$ cat config.mk
export PLATFORM = sky130hd
export DESIGN_NAME = output_param_register_bank
export DESIGN_NICKNAME = d
export VERILOG_FILES = /design/src/hw/output_param_pkg.sv /design/src/hw/value_check_if.sv /design/src/hw/value_checker.sv /design/src/hw/output_param_register_bank.sv
export SDC_FILE = /design/constraint.sdc
export NUM_CORES = 1
export LEC_CHECK = 0
export BUFFER_PORTS_ARGS = -buffer_cell sky130_fd_sc_hd__buf_2
export CORE_MARGIN = 2
export CORE_UTILIZATION = 60
export DETAILED_ROUTE_END_ITERATION = 7
export PLACE_DENSITY_LB_ADDON = 0.15
export SLEW_MARGIN = 20
export SYNTH_ARGS = -nofsm -noshare
export SYNTH_HDL_FRONTEND = slang
export SYNTH_SLANG_ARGS = --single-unit
$ cat constraint.sdc
create_clock -name clock -period 7.4 [get_ports clock]
set_input_delay 0.37 -clock clock [delete_from_list [all_inputs] [get_ports clock]]
set_output_delay 0.37 -clock clock [all_outputs]
set_load 0.02 [all_outputs]
$ cat src/hw/output_param_pkg.sv
// constants, offsets and types of the output parameter register bank
package output_param_pkg;

    // ****************************************
    // relative register numbers
    // ****************************************
    localparam logic [15:0] REG_O1_PROC_SP = 16'h001f;
    localparam logic [15:0] REG_O1_DEV_SP = 16'h0020;
    localparam logic [15:0] REG_O2_PROC_SP = 16'h0021;
    localparam logic [15:0] REG_O2_DEV_SP = 16'h0022;
    localparam logic [15:0] REG_O2_FUNC = 16'h0fdb;
    localparam logic [15:0] REG_O2_ACTION = 16'h0fdc;
    localparam logic [15:0] REG_O2_ALM_ACTION = 16'h0fdd;
    localparam logic [15:0] REG_O2_ALM_OP = 16'h0fde;
    localparam logic [15:0] REG_O2_ALM_DELAY = 16'h0fdf;
    localparam logic [15:0] REG_O2_ALM_INHIBIT = 16'h0fe0;
    localparam logic [15:0] REG_O2_CYCLE = 16'h0fe1;
    localparam logic [15:0] REG_O2_LOW = 16'h0fe2;
    localparam logic [15:0] REG_O2_HIGH = 16'h0fe3;
    // relative to absolute holding register number
    localparam logic [15:0] ABS_BASE = 16'h9c41;

    // ****************************************
    // reset values
    // ****************************************
    localparam logic [15:0] RST_PROC_SP = 16'h004d;
    localparam logic [15:0] RST_DEV_SP = 16'h06c0;
    localparam logic [15:0] RST_FUNC = 16'h0002;
    localparam logic [15:0] RST_ACTION = 16'h0001;
    localparam logic [15:0] RST_ALM_ACTION = 16'h0001;
    localparam logic [15:0] RST_ALM_OP = 16'h0001;
    localparam logic [15:0] RST_ALM_TIME = 16'h0000;
    localparam logic [15:0] RST_CYCLE_RELAY = 16'h0005;
    localparam logic [15:0] RST_CYCLE_SSR = 16'h0000;
    localparam logic [15:0] RST_LOW = 16'h0000;
    localparam logic [15:0] RST_HIGH = 16'h0064;

    // ****************************************
    // field encodings and ranges
    // ****************************************
    localparam logic [15:0] FUNC_DISABLED = 16'h0001;
    localparam logic [15:0] FUNC_PID = 16'h0002;
    localparam logic [15:0] FUNC_ONOFF = 16'h0004;
    localparam logic [15:0] FUNC_ALARM = 16'h0005;
    localparam logic [15:0] ACTION_DIRECT = 16'h0001;
    localparam logic [15:0] ACTION_REVERSE = 16'h0002;
    localparam logic [15:0] ALM_ACTION_MIN = 16'h0001;
    localparam logic [15:0] ALM_ACTION_MAX = 16'h0003;
    localparam logic [15:0] ALM_OP_MIN = 16'h0001;
    localparam logic [15:0] ALM_OP_MAX = 16'h0006;
    localparam logic [15:0] ALM_TIME_MAX = 16'h270f;
    localparam logic [15:0] CYCLE_MAX = 16'h0078;
    localparam logic [15:0] LIMIT_MAX = 16'h0064;
    localparam logic [15:0] DEV_SP_MIN = 16'h0001;
    // fractional value caps for linear input, per decimal position
    localparam logic [15:0] FV_CAP_DP0 = 16'h270f;
    localparam logic [15:0] FV_CAP_DP1 = 16'h03e7;
    localparam logic [15:0] FV_CAP_DP2 = 16'h0063;
    localparam logic [15:0] FV_CAP_DP3 = 16'h0009;

    // ****************************************
    // timing
    // ****************************************
    localparam logic [15:0] CYCLE_FAST_TENTHS = 16'h0002;
    localparam logic [15:0] TENTHS_PER_SECOND = 16'h000a;
    localparam logic [1:0] STRAP_SETTLE_CYCLES = 2'h3;

    // ****************************************
    // answer codes
    // ****************************************
    localparam logic [7:0] EXC_NONE = 8'h00;
    localparam logic [7:0] EXC_ADDRESS = 8'h02;
    localparam logic [7:0] EXC_VALUE = 8'h03;

    typedef enum logic [3:0] {
        SEL_NONE,
        SEL_O1_PROC_SP,
        SEL_O1_DEV_SP,
        SEL_O2_PROC_SP,
        SEL_O2_DEV_SP,
        SEL_FUNC,
        SEL_ACTION,
        SEL_ALM_ACTION,
        SEL_ALM_OP,
        SEL_ALM_DELAY,
        SEL_ALM_INHIBIT,
        SEL_CYCLE,
        SEL_LOW,
        SEL_HIGH
    } reg_sel_t;

endpackage

$ cat src/hw/value_check_if.sv
// carrier between the register bank and its value checker
`timescale 1ns/1ps
interface value_check_if;
    import output_param_pkg::*;
    reg_sel_t sel;
    logic [15:0] value;
    logic compact;
    logic linear_input;
    logic [1:0] decimal_position_setting;
    logic [15:0] sensor_low;
    logic [15:0] sensor_high;
    logic ok;

    modport bank (output sel, value, compact, linear_input, decimal_position_setting,
        sensor_low, sensor_high, input ok);
    modport checker_end (input sel, value, compact, linear_input, decimal_position_setting,
        sensor_low, sensor_high, output ok);
endinterface

$ cat src/hw/value_checker.sv
// range and encoding check of a value written to the bank
`timescale 1ns/1ps
module value_checker
    import output_param_pkg::*;
(
    value_check_if.checker_end chk
);

    logic signed [16:0] lo;
    logic signed [16:0] hi;
    logic signed [16:0] val;
    logic signed [16:0] span;
    logic [16:0] mag;
    logic [15:0] cap;
    logic fv_ok;

    always_comb begin
        lo = {chk.sensor_low[15], chk.sensor_low};
        hi = {chk.sensor_high[15], chk.sensor_high};
        val = {chk.value[15], chk.value};
        span = hi - lo;
        mag = val[16] ? 17'(-val) : 17'(val);
        case (chk.decimal_position_setting)
            2'h0: cap = FV_CAP_DP0;
            2'h1: cap = FV_CAP_DP1;
            2'h2: cap = FV_CAP_DP2;
            default: cap = FV_CAP_DP3;
        endcase
        fv_ok = !chk.linear_input || (mag <= {1'b0, cap});
        chk.ok = 1'b0;
        case (chk.sel)
            SEL_O1_PROC_SP, SEL_O2_PROC_SP: begin
                chk.ok = (val >= lo) && (val <= hi) && fv_ok;
            end
            SEL_O1_DEV_SP, SEL_O2_DEV_SP: begin
                chk.ok = (val >= 17'sd1) && (val <= span) && fv_ok;
            end
            SEL_FUNC: begin
                // alarm code refused on large models
                chk.ok = (chk.value == FUNC_DISABLED) || (chk.value == FUNC_PID) ||
                    (chk.value == FUNC_ONOFF) || (chk.compact && chk.value == FUNC_ALARM);
            end
            SEL_ACTION: begin
                chk.ok = (chk.value == ACTION_DIRECT) || (chk.value == ACTION_REVERSE);
            end
            SEL_ALM_ACTION: begin
                chk.ok = (chk.value >= ALM_ACTION_MIN) && (chk.value <= ALM_ACTION_MAX);
            end
            SEL_ALM_OP: begin
                chk.ok = (chk.value >= ALM_OP_MIN) && (chk.value <= ALM_OP_MAX);
            end
            SEL_ALM_DELAY, SEL_ALM_INHIBIT: begin
                chk.ok = chk.value <= ALM_TIME_MAX;
            end
            SEL_CYCLE: begin
                chk.ok = chk.value <= CYCLE_MAX;
            end
            SEL_LOW, SEL_HIGH: begin
                chk.ok = chk.value <= LIMIT_MAX;
            end
            default: chk.ok = 1'b0;
        endcase
    end

endmodule

$ cat src/hw/output_param_register_bank.sv
// holding-register bank for output 2 and the output alarm setpoints
`timescale 1ns/1ps
module output_param_register_bank
    import output_param_pkg::*;
(
    // clock and reset
    input wire logic clock,
    input wire logic rstn,
    // model straps from pins
    input wire logic compact_strap,
    input wire logic solid_state_strap,
    // sensor context from the input block
    input wire logic linear_input,
    input wire logic [1:0] decimal_position_setting,
    input wire logic [15:0] sensor_low,
    input wire logic [15:0] sensor_high,
    // register access from the protocol engine
    input wire logic req_valid,
    input wire logic req_write,
    input wire logic [15:0] req_reg,
    input wire logic [15:0] req_data,
    output logic req_ready,
    output logic resp_valid,
    output logic [15:0] resp_data,
    output logic [7:0] resp_exception,
    output logic [15:0] resp_abs_reg,
    // parameter values to the output logic
    output logic [15:0] out2_function,
    output logic [15:0] out2_action,
    output logic [15:0] out2_alarm_action,
    output logic [15:0] out2_alarm_operation,
    output logic [15:0] out2_alarm_delay,
    output logic [15:0] out2_alarm_inhibit,
    output logic [15:0] out2_cycle_code,
    output logic [15:0] out2_cycle_tenths,
    output logic [15:0] out2_low_limit,
    output logic [15:0] out2_high_limit,
    output logic [15:0] first_output_alarm_setpoint,
    output logic [15:0] second_output_alarm_setpoint
);

    // ****************************************
    // decode
    // ****************************************
    function automatic reg_sel_t decode_reg(input logic [15:0] rel);
        case (rel)
            REG_O1_PROC_SP: decode_reg = SEL_O1_PROC_SP;
            REG_O1_DEV_SP: decode_reg = SEL_O1_DEV_SP;
            REG_O2_PROC_SP: decode_reg = SEL_O2_PROC_SP;
            REG_O2_DEV_SP: decode_reg = SEL_O2_DEV_SP;
            REG_O2_FUNC: decode_reg = SEL_FUNC;
            REG_O2_ACTION: decode_reg = SEL_ACTION;
            REG_O2_ALM_ACTION: decode_reg = SEL_ALM_ACTION;
            REG_O2_ALM_OP: decode_reg = SEL_ALM_OP;
            REG_O2_ALM_DELAY: decode_reg = SEL_ALM_DELAY;
            REG_O2_ALM_INHIBIT: decode_reg = SEL_ALM_INHIBIT;
            REG_O2_CYCLE: decode_reg = SEL_CYCLE;
            REG_O2_LOW: decode_reg = SEL_LOW;
            REG_O2_HIGH: decode_reg = SEL_HIGH;
            default: decode_reg = SEL_NONE;
        endcase
    endfunction

    // registers that only the alarm-capable compact models carry
    function automatic logic alarm_only(input reg_sel_t s);
        case (s)
            SEL_O1_PROC_SP, SEL_O1_DEV_SP, SEL_O2_PROC_SP, SEL_O2_DEV_SP,
            SEL_ALM_ACTION, SEL_ALM_OP, SEL_ALM_DELAY, SEL_ALM_INHIBIT: alarm_only = 1'b1;
            default: alarm_only = 1'b0;
        endcase
    endfunction

    // ****************************************
    // strap synchronisers and capture
    // ****************************************
    typedef enum logic {ST_SETTLE, ST_RUN} bank_state_t;

    logic [2:0] compact_sync;
    logic [2:0] solid_sync;
    logic [2:0] next_compact_sync;
    logic [2:0] next_solid_sync;
    bank_state_t state;
    bank_state_t next_state;
    logic [1:0] settle_count;
    logic [1:0] next_settle_count;
    logic compact;
    logic next_compact;
    logic solid_state;
    logic next_solid_state;
    logic straps_agree;

    always_comb begin
        next_compact_sync = {compact_sync[1:0], compact_strap};
        next_solid_sync = {solid_sync[1:0], solid_state_strap};
        // stages 1 and 2 of each chain are compared, never stage 0
        straps_agree = (compact_sync[1] == compact_sync[2]) && (solid_sync[1] == solid_sync[2]);
        next_state = state;
        next_settle_count = settle_count;
        next_compact = compact;
        next_solid_state = solid_state;
        case (state)
            ST_SETTLE: begin
                if (settle_count != STRAP_SETTLE_CYCLES) begin
                    next_settle_count = settle_count + 2'h1;
                end else if (straps_agree) begin
                    next_compact = compact_sync[2];
                    next_solid_state = solid_sync[2];
                    next_state = ST_RUN;
                end
            end
            ST_RUN: next_state = ST_RUN;
            default: next_state = ST_SETTLE;
        endcase
    end

    always_ff @(posedge clock or negedge rstn) begin
        if (!rstn) begin
            compact_sync <= 3'h0;
            solid_sync <= 3'h0;
            state <= ST_SETTLE;
            settle_count <= 2'h0;
            compact <= 1'b0;
            solid_state <= 1'b0;
        end else begin
            compact_sync <= next_compact_sync;
            solid_sync <= next_solid_sync;
            state <= next_state;
            settle_count <= next_settle_count;
            compact <= next_compact;
            solid_state <= next_solid_state;
        end
    end

    // ****************************************
    // value checker
    // ****************************************
    value_check_if chk ();
    reg_sel_t sel;
    logic accept;
    logic legal_addr;

    assign sel = decode_reg(req_reg);
    assign chk.sel = sel;
    assign chk.value = req_data;
    assign chk.compact = compact;
    assign chk.linear_input = linear_input;
    assign chk.decimal_position_setting = decimal_position_setting;
    assign chk.sensor_low = sensor_low;
    assign chk.sensor_high = sensor_high;

    value_checker u_checker (
        .chk(chk.checker_end)
    );

    // alarm registers absent on large models
    assign legal_addr = (sel != SEL_NONE) && (compact || !alarm_only(sel));
    assign req_ready = (state == ST_RUN);
    assign accept = req_valid && req_ready;

    // ****************************************
    // parameter storage
    // ****************************************
    logic [15:0] o1_sp;
    logic [15:0] o2_sp;
    logic o1_sp_written;
    logic o2_sp_written;
    logic cycle_written;
    logic [15:0] next_o1_sp;
    logic [15:0] next_o2_sp;
    logic next_o1_sp_written;
    logic next_o2_sp_written;
    logic next_cycle_written;
    logic [15:0] next_function;
    logic [15:0] next_action;
    logic [15:0] next_alarm_action;
    logic [15:0] next_alarm_operation;
    logic [15:0] next_alarm_delay;
    logic [15:0] next_alarm_inhibit;
    logic [15:0] next_cycle_code;
    logic [15:0] next_low_limit;
    logic [15:0] next_high_limit;
    logic do_write;

    always_comb begin
        do_write = accept && req_write && legal_addr && chk.ok;
        next_o1_sp = o1_sp;
        next_o2_sp = o2_sp;
        next_o1_sp_written = o1_sp_written;
        next_o2_sp_written = o2_sp_written;
        next_cycle_written = cycle_written;
        next_function = out2_function;
        next_action = out2_action;
        next_alarm_action = out2_alarm_action;
        next_alarm_operation = out2_alarm_operation;
        next_alarm_delay = out2_alarm_delay;
        next_alarm_inhibit = out2_alarm_inhibit;
        next_cycle_code = out2_cycle_code;
        next_low_limit = out2_low_limit;
        next_high_limit = out2_high_limit;
        if (state == ST_SETTLE && next_state == ST_RUN && !cycle_written) begin
            next_cycle_code = next_solid_state ? RST_CYCLE_SSR : RST_CYCLE_RELAY;
        end
        if (do_write) begin
            case (sel)
                SEL_O1_PROC_SP, SEL_O1_DEV_SP: begin
                    next_o1_sp = req_data;
                    next_o1_sp_written = 1'b1;
                end
                SEL_O2_PROC_SP, SEL_O2_DEV_SP: begin
                    next_o2_sp = req_data;
                    next_o2_sp_written = 1'b1;
                end
                SEL_FUNC: next_function = req_data;
                SEL_ACTION: next_action = req_data;
                SEL_ALM_ACTION: next_alarm_action = req_data;
                SEL_ALM_OP: next_alarm_operation = req_data;
                SEL_ALM_DELAY: next_alarm_delay = req_data;
                SEL_ALM_INHIBIT: next_alarm_inhibit = req_data;
                SEL_CYCLE: begin
                    next_cycle_code = req_data;
                    next_cycle_written = 1'b1;
                end
                SEL_LOW: next_low_limit = req_data;
                SEL_HIGH: next_high_limit = req_data;
                default: next_o1_sp = o1_sp;
            endcase
        end
    end

    always_ff @(posedge clock or negedge rstn) begin
        if (!rstn) begin
            o1_sp <= RST_PROC_SP;
            o2_sp <= RST_PROC_SP;
            o1_sp_written <= 1'b0;
            o2_sp_written <= 1'b0;
            cycle_written <= 1'b0;
            out2_function <= RST_FUNC;
            out2_action <= RST_ACTION;
            out2_alarm_action <= RST_ALM_ACTION;
            out2_alarm_operation <= RST_ALM_OP;
            out2_alarm_delay <= RST_ALM_TIME;
            out2_alarm_inhibit <= RST_ALM_TIME;
            out2_cycle_code <= RST_CYCLE_RELAY;
            out2_low_limit <= RST_LOW;
            out2_high_limit <= RST_HIGH;
        end else begin
            o1_sp <= next_o1_sp;
            o2_sp <= next_o2_sp;
            o1_sp_written <= next_o1_sp_written;
            o2_sp_written <= next_o2_sp_written;
            cycle_written <= next_cycle_written;
            out2_function <= next_function;
            out2_action <= next_action;
            out2_alarm_action <= next_alarm_action;
            out2_alarm_operation <= next_alarm_operation;
            out2_alarm_delay <= next_alarm_delay;
            out2_alarm_inhibit <= next_alarm_inhibit;
            out2_cycle_code <= next_cycle_code;
            out2_low_limit <= next_low_limit;
            out2_high_limit <= next_high_limit;
        end
    end

    assign first_output_alarm_setpoint = o1_sp;
    assign second_output_alarm_setpoint = o2_sp;

    // ****************************************
    // cycle time in tenths of a second
    // ****************************************
    logic [15:0] next_cycle_tenths;

    always_comb begin
        // code 0 is the fast cycle
        if (next_cycle_code == 16'h0000) begin
            next_cycle_tenths = CYCLE_FAST_TENTHS;
        end else begin
            next_cycle_tenths = 16'(next_cycle_code * TENTHS_PER_SECOND);
        end
    end

    always_ff @(posedge clock or negedge rstn) begin
        if (!rstn) begin
            out2_cycle_tenths <= 16'(RST_CYCLE_RELAY * TENTHS_PER_SECOND);
        end else begin
            out2_cycle_tenths <= next_cycle_tenths;
        end
    end

    // ****************************************
    // answer
    // ****************************************
    logic [15:0] read_value;
    logic next_resp_valid;
    logic [15:0] next_resp_data;
    logic [7:0] next_resp_exception;
    logic [15:0] next_resp_abs_reg;

    always_comb begin
        case (sel)
            // band setpoint reads 1728 until either setpoint of its output is written
            SEL_O1_PROC_SP: read_value = o1_sp;
            SEL_O1_DEV_SP: read_value = o1_sp_written ? o1_sp : RST_DEV_SP;
            SEL_O2_PROC_SP: read_value = o2_sp;
            SEL_O2_DEV_SP: read_value = o2_sp_written ? o2_sp : RST_DEV_SP;
            SEL_FUNC: read_value = out2_function;
            SEL_ACTION: read_value = out2_action;
            SEL_ALM_ACTION: read_value = out2_alarm_action;
            SEL_ALM_OP: read_value = out2_alarm_operation;
            SEL_ALM_DELAY: read_value = out2_alarm_delay;
            SEL_ALM_INHIBIT: read_value = out2_alarm_inhibit;
            SEL_CYCLE: read_value = out2_cycle_code;
            SEL_LOW: read_value = out2_low_limit;
            SEL_HIGH: read_value = out2_high_limit;
            default: read_value = 16'h0000;
        endcase
        next_resp_valid = accept;
        next_resp_data = resp_data;
        next_resp_exception = resp_exception;
        next_resp_abs_reg = resp_abs_reg;
        if (accept) begin
            next_resp_abs_reg = 16'(req_reg + ABS_BASE);
            if (!legal_addr) begin
                next_resp_exception = EXC_ADDRESS;
                next_resp_data = 16'h0000;
            end else if (req_write && !chk.ok) begin
                next_resp_exception = EXC_VALUE;
                next_resp_data = read_value;
            end else begin
                next_resp_exception = EXC_NONE;
                next_resp_data = req_write ? req_data : read_value;
            end
        end
    end

    always_ff @(posedge clock or negedge rstn) begin
        if (!rstn) begin
            resp_valid <= 1'b0;
            resp_data <= 16'h0000;
            resp_exception <= EXC_NONE;
            resp_abs_reg <= 16'h0000;
        end else begin
            resp_valid <= next_resp_valid;
            resp_data <= next_resp_data;
            resp_exception <= next_resp_exception;
            resp_abs_reg <= next_resp_abs_reg;
        end
    end

endmodule

Yosys cells after proc, flatten, opt, wreduce, memory -nomap -nowiden
Memories as Yosys holds them, arrays and structs flattened.
Index checks and enable logic that the tools add are counted.
{"block": "word_totals", "rom_bits": 16, "input_bits": 73, "n_memories": 1, "word_cells": 149, "reg_bits": 247}
{"name": "(name not given)", "words": 16, "width": 1, "read_ports": 1, "rd_clocked_by_memory_dff": 0, "wr": 0, "line_no": "output_param_register_bank.sv:66", "source": "case (s)"}
{"block": "op_classes", "magnitude_cmp": 11, "n_eq_ne": 35, "multipliers": 1, "mux": 23, "n_reduce_logical": 47, "n_bitwise": 2, "addsub": 4}
{"operator": "case mux 16 bit (13 select lines)", "n": 1}
{"operator": "== test 16 x 12 -> 1 bit (second input constant)", "n": 9}
{"operator": "2-to-1 mux 16 bit", "n": 9}
{"operator": "case mux 4 bit (13 select lines)", "n": 1}
{"operator": "== test 16 x 6 -> 1 bit (second input constant)", "n": 3}
{"operator": "case mux 14 bit (3 select lines)", "n": 1}
{"operator": "== test 16 x 3 -> 1 bit (second input constant)", "n": 2}
{"operator": "<= comparator 16 x 7 -> 1 bit (second input constant)", "n": 2}
{"operator": "== test 4 bit (second input constant)", "n": 6}
{"operator": "AND reduction 2 bit", "n": 12}
{"operator": "<= comparator 16 x 17 -> 1 bit", "n": 1}
{"operator": "<= comparator 17 x 14 -> 1 bit", "n": 1}
{"operator": "2-to-1 mux 17 bit", "n": 1}
{"operator": "negation 16 -> 17 bit", "n": 1}
{"operator": "subtractor 16 x 16 -> 17 bit", "n": 1}
{"operator": "adder 16 bit (second input constant)", "n": 1}
{"operator": "== test 16 x 1 -> 1 bit (second input constant)", "n": 1}
{"operator": "== test 16 x 2 -> 1 bit (second input constant)", "n": 1}
{"operator": "== test 16 x 5 -> 1 bit (second input constant)", "n": 1}
{"operator": "== test 4 x 3 -> 1 bit (second input constant)", "n": 4}
{"operator": "greater-or-equal comparator 16 x 1 -> 1 bit (second input constant)", "n": 1}
{"operator": "greater-or-equal comparator 16 bit", "n": 1}
{"operator": "greater-or-equal comparator 16 x 2 -> 1 bit (second input constant)", "n": 1}
{"operator": "<= comparator 16 x 14 -> 1 bit (second input constant)", "n": 1}
{"operator": "25 further kinds", "n": 60}

Depth between registers and ports, before layout
{"block": "logic_depth", "ltp_word": 12, "mapped_depth": 31, "depth_no_buf": 30}

Modules after synthesis
From an unflattened synthesis, not the netlist that was laid out.
{"block": "hier_totals", "hier_cells": 1424, "area_unflattened_um2": 14854.2}
{"module": "output_param_register_bank", "cells_per_inst": 1040, "seq_area_each_um2": 6005.8, "area_per_inst_um2": 11991.5, "instances": 1}
{"module": "value_checker", "cells_per_inst": 384, "seq_area_each_um2": 0.0, "area_per_inst_um2": 2862.7, "instances": 1}

Worst setup path before layout
Ideal clock, no wire load.
{"block": "synth_path", "path_type": "in2reg", "from": "input req_reg[15]", "to": "register out2_cycle_tenths[15]", "cell_stages": 29, "n_path_buf": 3, "path_slack_ps": 1528, "t_arrival_ps": 5733, "path_cell_list": "or4_1 -> buf_6 -> or3_1 -> o32ai_1 -> a22oi_1 -> inv_1 -> ha_1 -> nor2_1 -> a2111oi_0 -> o21ai_0 -> o31ai_1 -> a2111oi_2 -> and2b_1 -> clkbuf_1 -> buf_1 -> nand2_1 -> o21ai_0 -> ha_1 -> ha_1 -> a21o_1 -> a21o_1 -> a2111oi_0 -> nor3_1 -> nand4_1 -> a31oi_1 -> xor2_1 -> nand3_1 -> o2bb2ai_1 -> nor3_1"}
{"block": "synth_between", "elab_chain_cells": 11, "elab_cells_between_ends": 44, "classes_between": "mul (1); eq/ne (26); mux (5); reduce/logical (11); memory (1)"}
{"element": "start, declared", "line_no": "output_param_register_bank.sv:20", "source": "input wire logic [15:0] req_reg,"}
{"element": "== test 16 x 12 -> 1 bit (tied with other cells)", "line_no": "output_param_register_bank.sv:46", "source": "case (rel)"}
{"element": "case mux 4 bit (13 select lines) *", "line_no": "output_param_register_bank.sv:46"}
{"element": "memory read (16 x 1 bit)"}
{"element": "logical NOT 1 bit", "line_no": "output_param_register_bank.sv:156", "source": "assign legal_addr = (sel != SEL_NONE) && (compact || !alarm_only(sel));"}
{"element": "logical OR 1 bit", "line_no": "output_param_register_bank.sv:156"}
{"element": "logical AND 1 bit", "line_no": "output_param_register_bank.sv:156"}
{"element": "logical AND 1 bit (2 in a row)", "line_no": "output_param_register_bank.sv:185", "source": "do_write = accept && req_write && legal_addr && chk.ok;"}
{"element": "2-to-1 mux 16 bit *", "line_no": "output_param_register_bank.sv:203", "source": "if (do_write) begin"}
{"element": "named net next_cycle_code[4]", "line_no": "output_param_register_bank.sv:179", "source": "logic [15:0] next_cycle_code;"}
{"element": "multiplier 16 x 3 -> 15 bit or logical NOT 16 bit (tied branches)", "line_no": "output_param_register_bank.sv:277, output_param_register_bank.sv:274"}
{"element": "2-to-1 mux 16 bit *", "line_no": "output_param_register_bank.sv:274", "source": "if (next_cycle_code == 16'h0000) begin"}
{"element": "named net next_cycle_tenths[15]", "line_no": "output_param_register_bank.sv:270", "source": "logic [15:0] next_cycle_tenths;"}
{"element": "end signal, assigned", "line_no": "output_param_register_bank.sv:283", "source": "out2_cycle_tenths <= 16'(RST_CYCLE_RELAY * TENTHS_PER_SECOND);"}
{"element": "end signal, assigned", "line_no": "output_param_register_bank.sv:285", "source": "out2_cycle_tenths <= next_cycle_tenths;"}
{"element": "end, declared", "line_no": "output_param_register_bank.sv:35", "source": "output logic [15:0] out2_cycle_tenths,"}
The timed path passes the listed nets; every way through them passes the cells marked *.
A chain may end at the register's enable or synchronous reset.

Final worst setup path
Same ends and word-level chain as after synthesis.

==> summary.md <==
| Metric | Value |
|---|---|
| Outcome | `complete, no violations` |
| Pwr Total | `0.003617 W` |
| Largest area contributor in the netlist | `dfrtp_1` |
| CTS tree | `done` |
| Worst vdd ir | `0.0002175 V` |
| Die width | `160.0 µm` |
| Initial detailed-routing violation count | `1281` |
| RSZ-0062 raised after global routing | `false` |
| Area fraction of the dominant cell type after synthesis | `37.55%` |
| DRT antenna net count | `0` |
| Drt pass-1 iters | `8` |
| Worst Path Max Fanout | `32` |
| Cells after synthesis | `1369` |
| CP Class | `in2reg` |
| Post-route setup TNS | `0 ns` |
| Setup Buffers After CTS | `0` |
| Clock Root Buffer | `clkbuf_16` |
| Worst slew margin | `22.81%` |
| Cell mode on critical path | `ha_1` |
| Synth top area cells | `dfrtp_1 38%, ha_1 9.9%, mux2_2 6.6%` |
| CTS Buffer Depth | `3` |
| H-tree depth | `1` |
| DR WL/cell | `22.39 µm` |
| Max incr delay on CP | `0.81 ns` |
| Worst setup path start | `req_reg[15]` |
| Startpoint Class | `input port` |
| Initial antenna violation count | `0` |
| Row cnt | `57` |
| Share of layout cells above drive strength 1 | `32.67%` |
| Worst EP required | `7.82 ns` |
| Overflow after GRT | `0` |
| TritonCTS buffer count | `26` |
| IO Count | `307` |
| Period utilization | `88.18%` |
| Vias in the first global route | `12.04k` |
| FFs w/ async S/R, synth | `100.0%` |
| Critical Path End | `out2_cycle_tenths[15]$_DFF_PN0_` |
| DIE HEIGHT | `160.0 µm` |
| Drt via density | `6.207` |
| Area after DPL | `16240 µm²` |
| Slowest cell on crit path | `and2b_1` |
| Clock sink count | `239` |
| Sequential area share after synthesis | `41.15%` |
| Primary FF master, synth | `dfrtp_1` |
| Final setup fails | `0` |
| Post-synthesis register bit count | `239` |
| Non-filler instance count after layout | `1986` |
| Skew-Pair Late Insertion Delay | `0.54 ns` |
| Worst r2r dst | `out2_cycle_tenths[15]$_DFF_PN0_` |
| Initial Util | `60.55%` |
| Drt drc | `0` |
| Die area | `25590 µm²` |
| Ys Warns | `0` |
| GRT Total Usage | `34.12%` |
| Slew @ Worst Pin | `1.155 ns` |
| CP endpoint kind | `flop` |
| Synth cell count leaders | `219 x dfrtp_1, 119 x nand2_1, 115 x ha_1` |
| Flop-to-flop setup slack | `2.23 ns` |
| Post-synthesis area per instance | `10.66 µm²` |
| Final Hold Vio Count | `0` |
| IO Port Bufs | `299` |
| Most repeated cell in the gate-level netlist after synthesis | `dfrtp_1` |
| Yosys cell types | `92` |
| Synthesis-to-layout area growth | `17.70%` |
| Leak pwr | `9.012 nW` |
| WHS Path Cells | `2` |
| Tmin final | `6.525 ns` |
| N_diodes | `0` |
| WL final | `44.47 mm` |
| Mapped cell area | `14600 µm²` |
| Final Instance Area | `17180 µm²` |
| Final nets | `1833` |
| Power density cells | `210.5 nW/µm²` |
| Largest net degree at the start of global routing | `126` |
| FF-to-FF path depth | `19` |
| EDFF count, synth | `0` |
| Core ar. | `24110 µm²` |
| Critical path data arrival time | `6.94 ns` |
| Max Slew Vio Count | `0` |
| Inst Count DP | `1936` |
| Hold Path Class | `in2reg` |
| RR Startpoint | `chk.compact$_DFFE_PN0P_` |
| F_max | `153.2 MHz` |
| DR vias | `12.33k` |
| First-pass GRT wire length | `68.81 mm` |
| Setup Skew | `0.01538 ns` |
| Routability cong. | `0.9090` |
| Maxcap violations | `0` |
| Clock-pin transition on the worst setup and hold timing paths | `0.06 ns` |
| Final HPWL DP | `31.85 mm` |
-- worst min path at each step --
stage	end	from
2_1_floorplan	chk.compact$_DFFE_PN0P_	rstn
3_3_place_gp	solid_sync[1]$_DFF_PN0_	solid_sync[0]$_DFF_PN0_
3_5_place_dp	solid_sync[1]$_DFF_PN0_	solid_sync[0]$_DFF_PN0_
4_1_cts	resp_abs_reg[0]$_DFFE_PN0P_	req_reg[0]
5_1_grt	resp_abs_reg[0]$_DFFE_PN0P_	req_reg[0]
6_report	resp_abs_reg[0]$_DFFE_PN0P_	req_reg[0]
-- cell families after synthesis --
family                   share of synthesized area (%)
flip-flops                                       41.15
adder cells (fa/ha/maj)                          10.13
other                                          0.02569
buffers and inverters                            4.655
AND/OR/NAND/NOR                                  14.66
XOR/XNOR                                         2.640
AO/OA/AOI/OAI                                    15.65
multiplexers                                     11.09
-- metal layers --
metal  GRT usage (%)  share of wire, %  routed length [µm]
met1           45.72                41               18160
met2           54.68                47               20740
met3           7.896               8.7                3875
met4           12.33               3.8                1687
met5               0                 0                   0
-- power by group --
| part | switching [W] | internal [W] | total [W] |
|---|---|---|---|
| registers | 0.0000597 | 0.00139 | 0.00145 |
| logic | 0.000493 | 0.000297 | 0.000789 |
| clock network | 0.000548 | 0.000826 | 0.00137 |
| total | 0.00110 | 0.00252 | 0.00362 |
-- worst max-delay path, delay by kind of cell --
family	cells	cell delay (ns)
compound gates	12	2.51
xor+xnor	1	0.22
fa+ha+maj	3	0.98
buf+inv	2	0.28
simple gates	8	2.56
-- layout by cell type, fill, tap and decap left out, types with 16 or more instances in the layout --
master / count
mux2_4: 18
inv_1: 65
nand2_1: 119
a22o_1: 19
nand3_1: 31
xor2_1: 18
clkbuf_16: 26
nand4_1: 26
nor2b_1: 24
mux2_1: 33
nor2_1: 61
o21ai_0: 54
a21oi_1: 38
xnor2_1: 26
buf_4: 16
ha_1: 115
nor3_1: 20
and2_1: 31
dfrtp_1: 219
mux2_2: 85
a22oi_1: 31
a222oi_1: 16
a21o_1: 16
dfstp_2: 20
buf_2: 298
-- cell type report --
cell class,count,area [µm²]
multi-input combinational,993,7955
tap,324,405.4
timing repair buffer,318,1657
clock buffer,38,765.7
sequential,239,6006
fill,1853,6927
inverter,65,244.0
clock inverter,9,146.4
-- stage by stage --
stage / hold slack, ns / utilization (%) / setup slack [ns]
2_1_floorplan: 0.07441 / - / 1.528
3_3_place_gp: 0.3363 / 67.36 / 0.6552
3_5_place_dp: 0.3365 / 67.36 / 0.4796
4_1_cts: 0.08525 / 71.27 / 0.9585
5_1_grt: 0.1254 / 71.27 / 0.3609
6_report: 0.1031 / 71.27 / 0.8747
-- timing repair --
action                    4_1_cts  5_1_grt
hold endpoints to repair       16        0
hold buffers                    3        0
resized for setup               0        0
No activity file was read; power rests on OpenSTA's default activity.
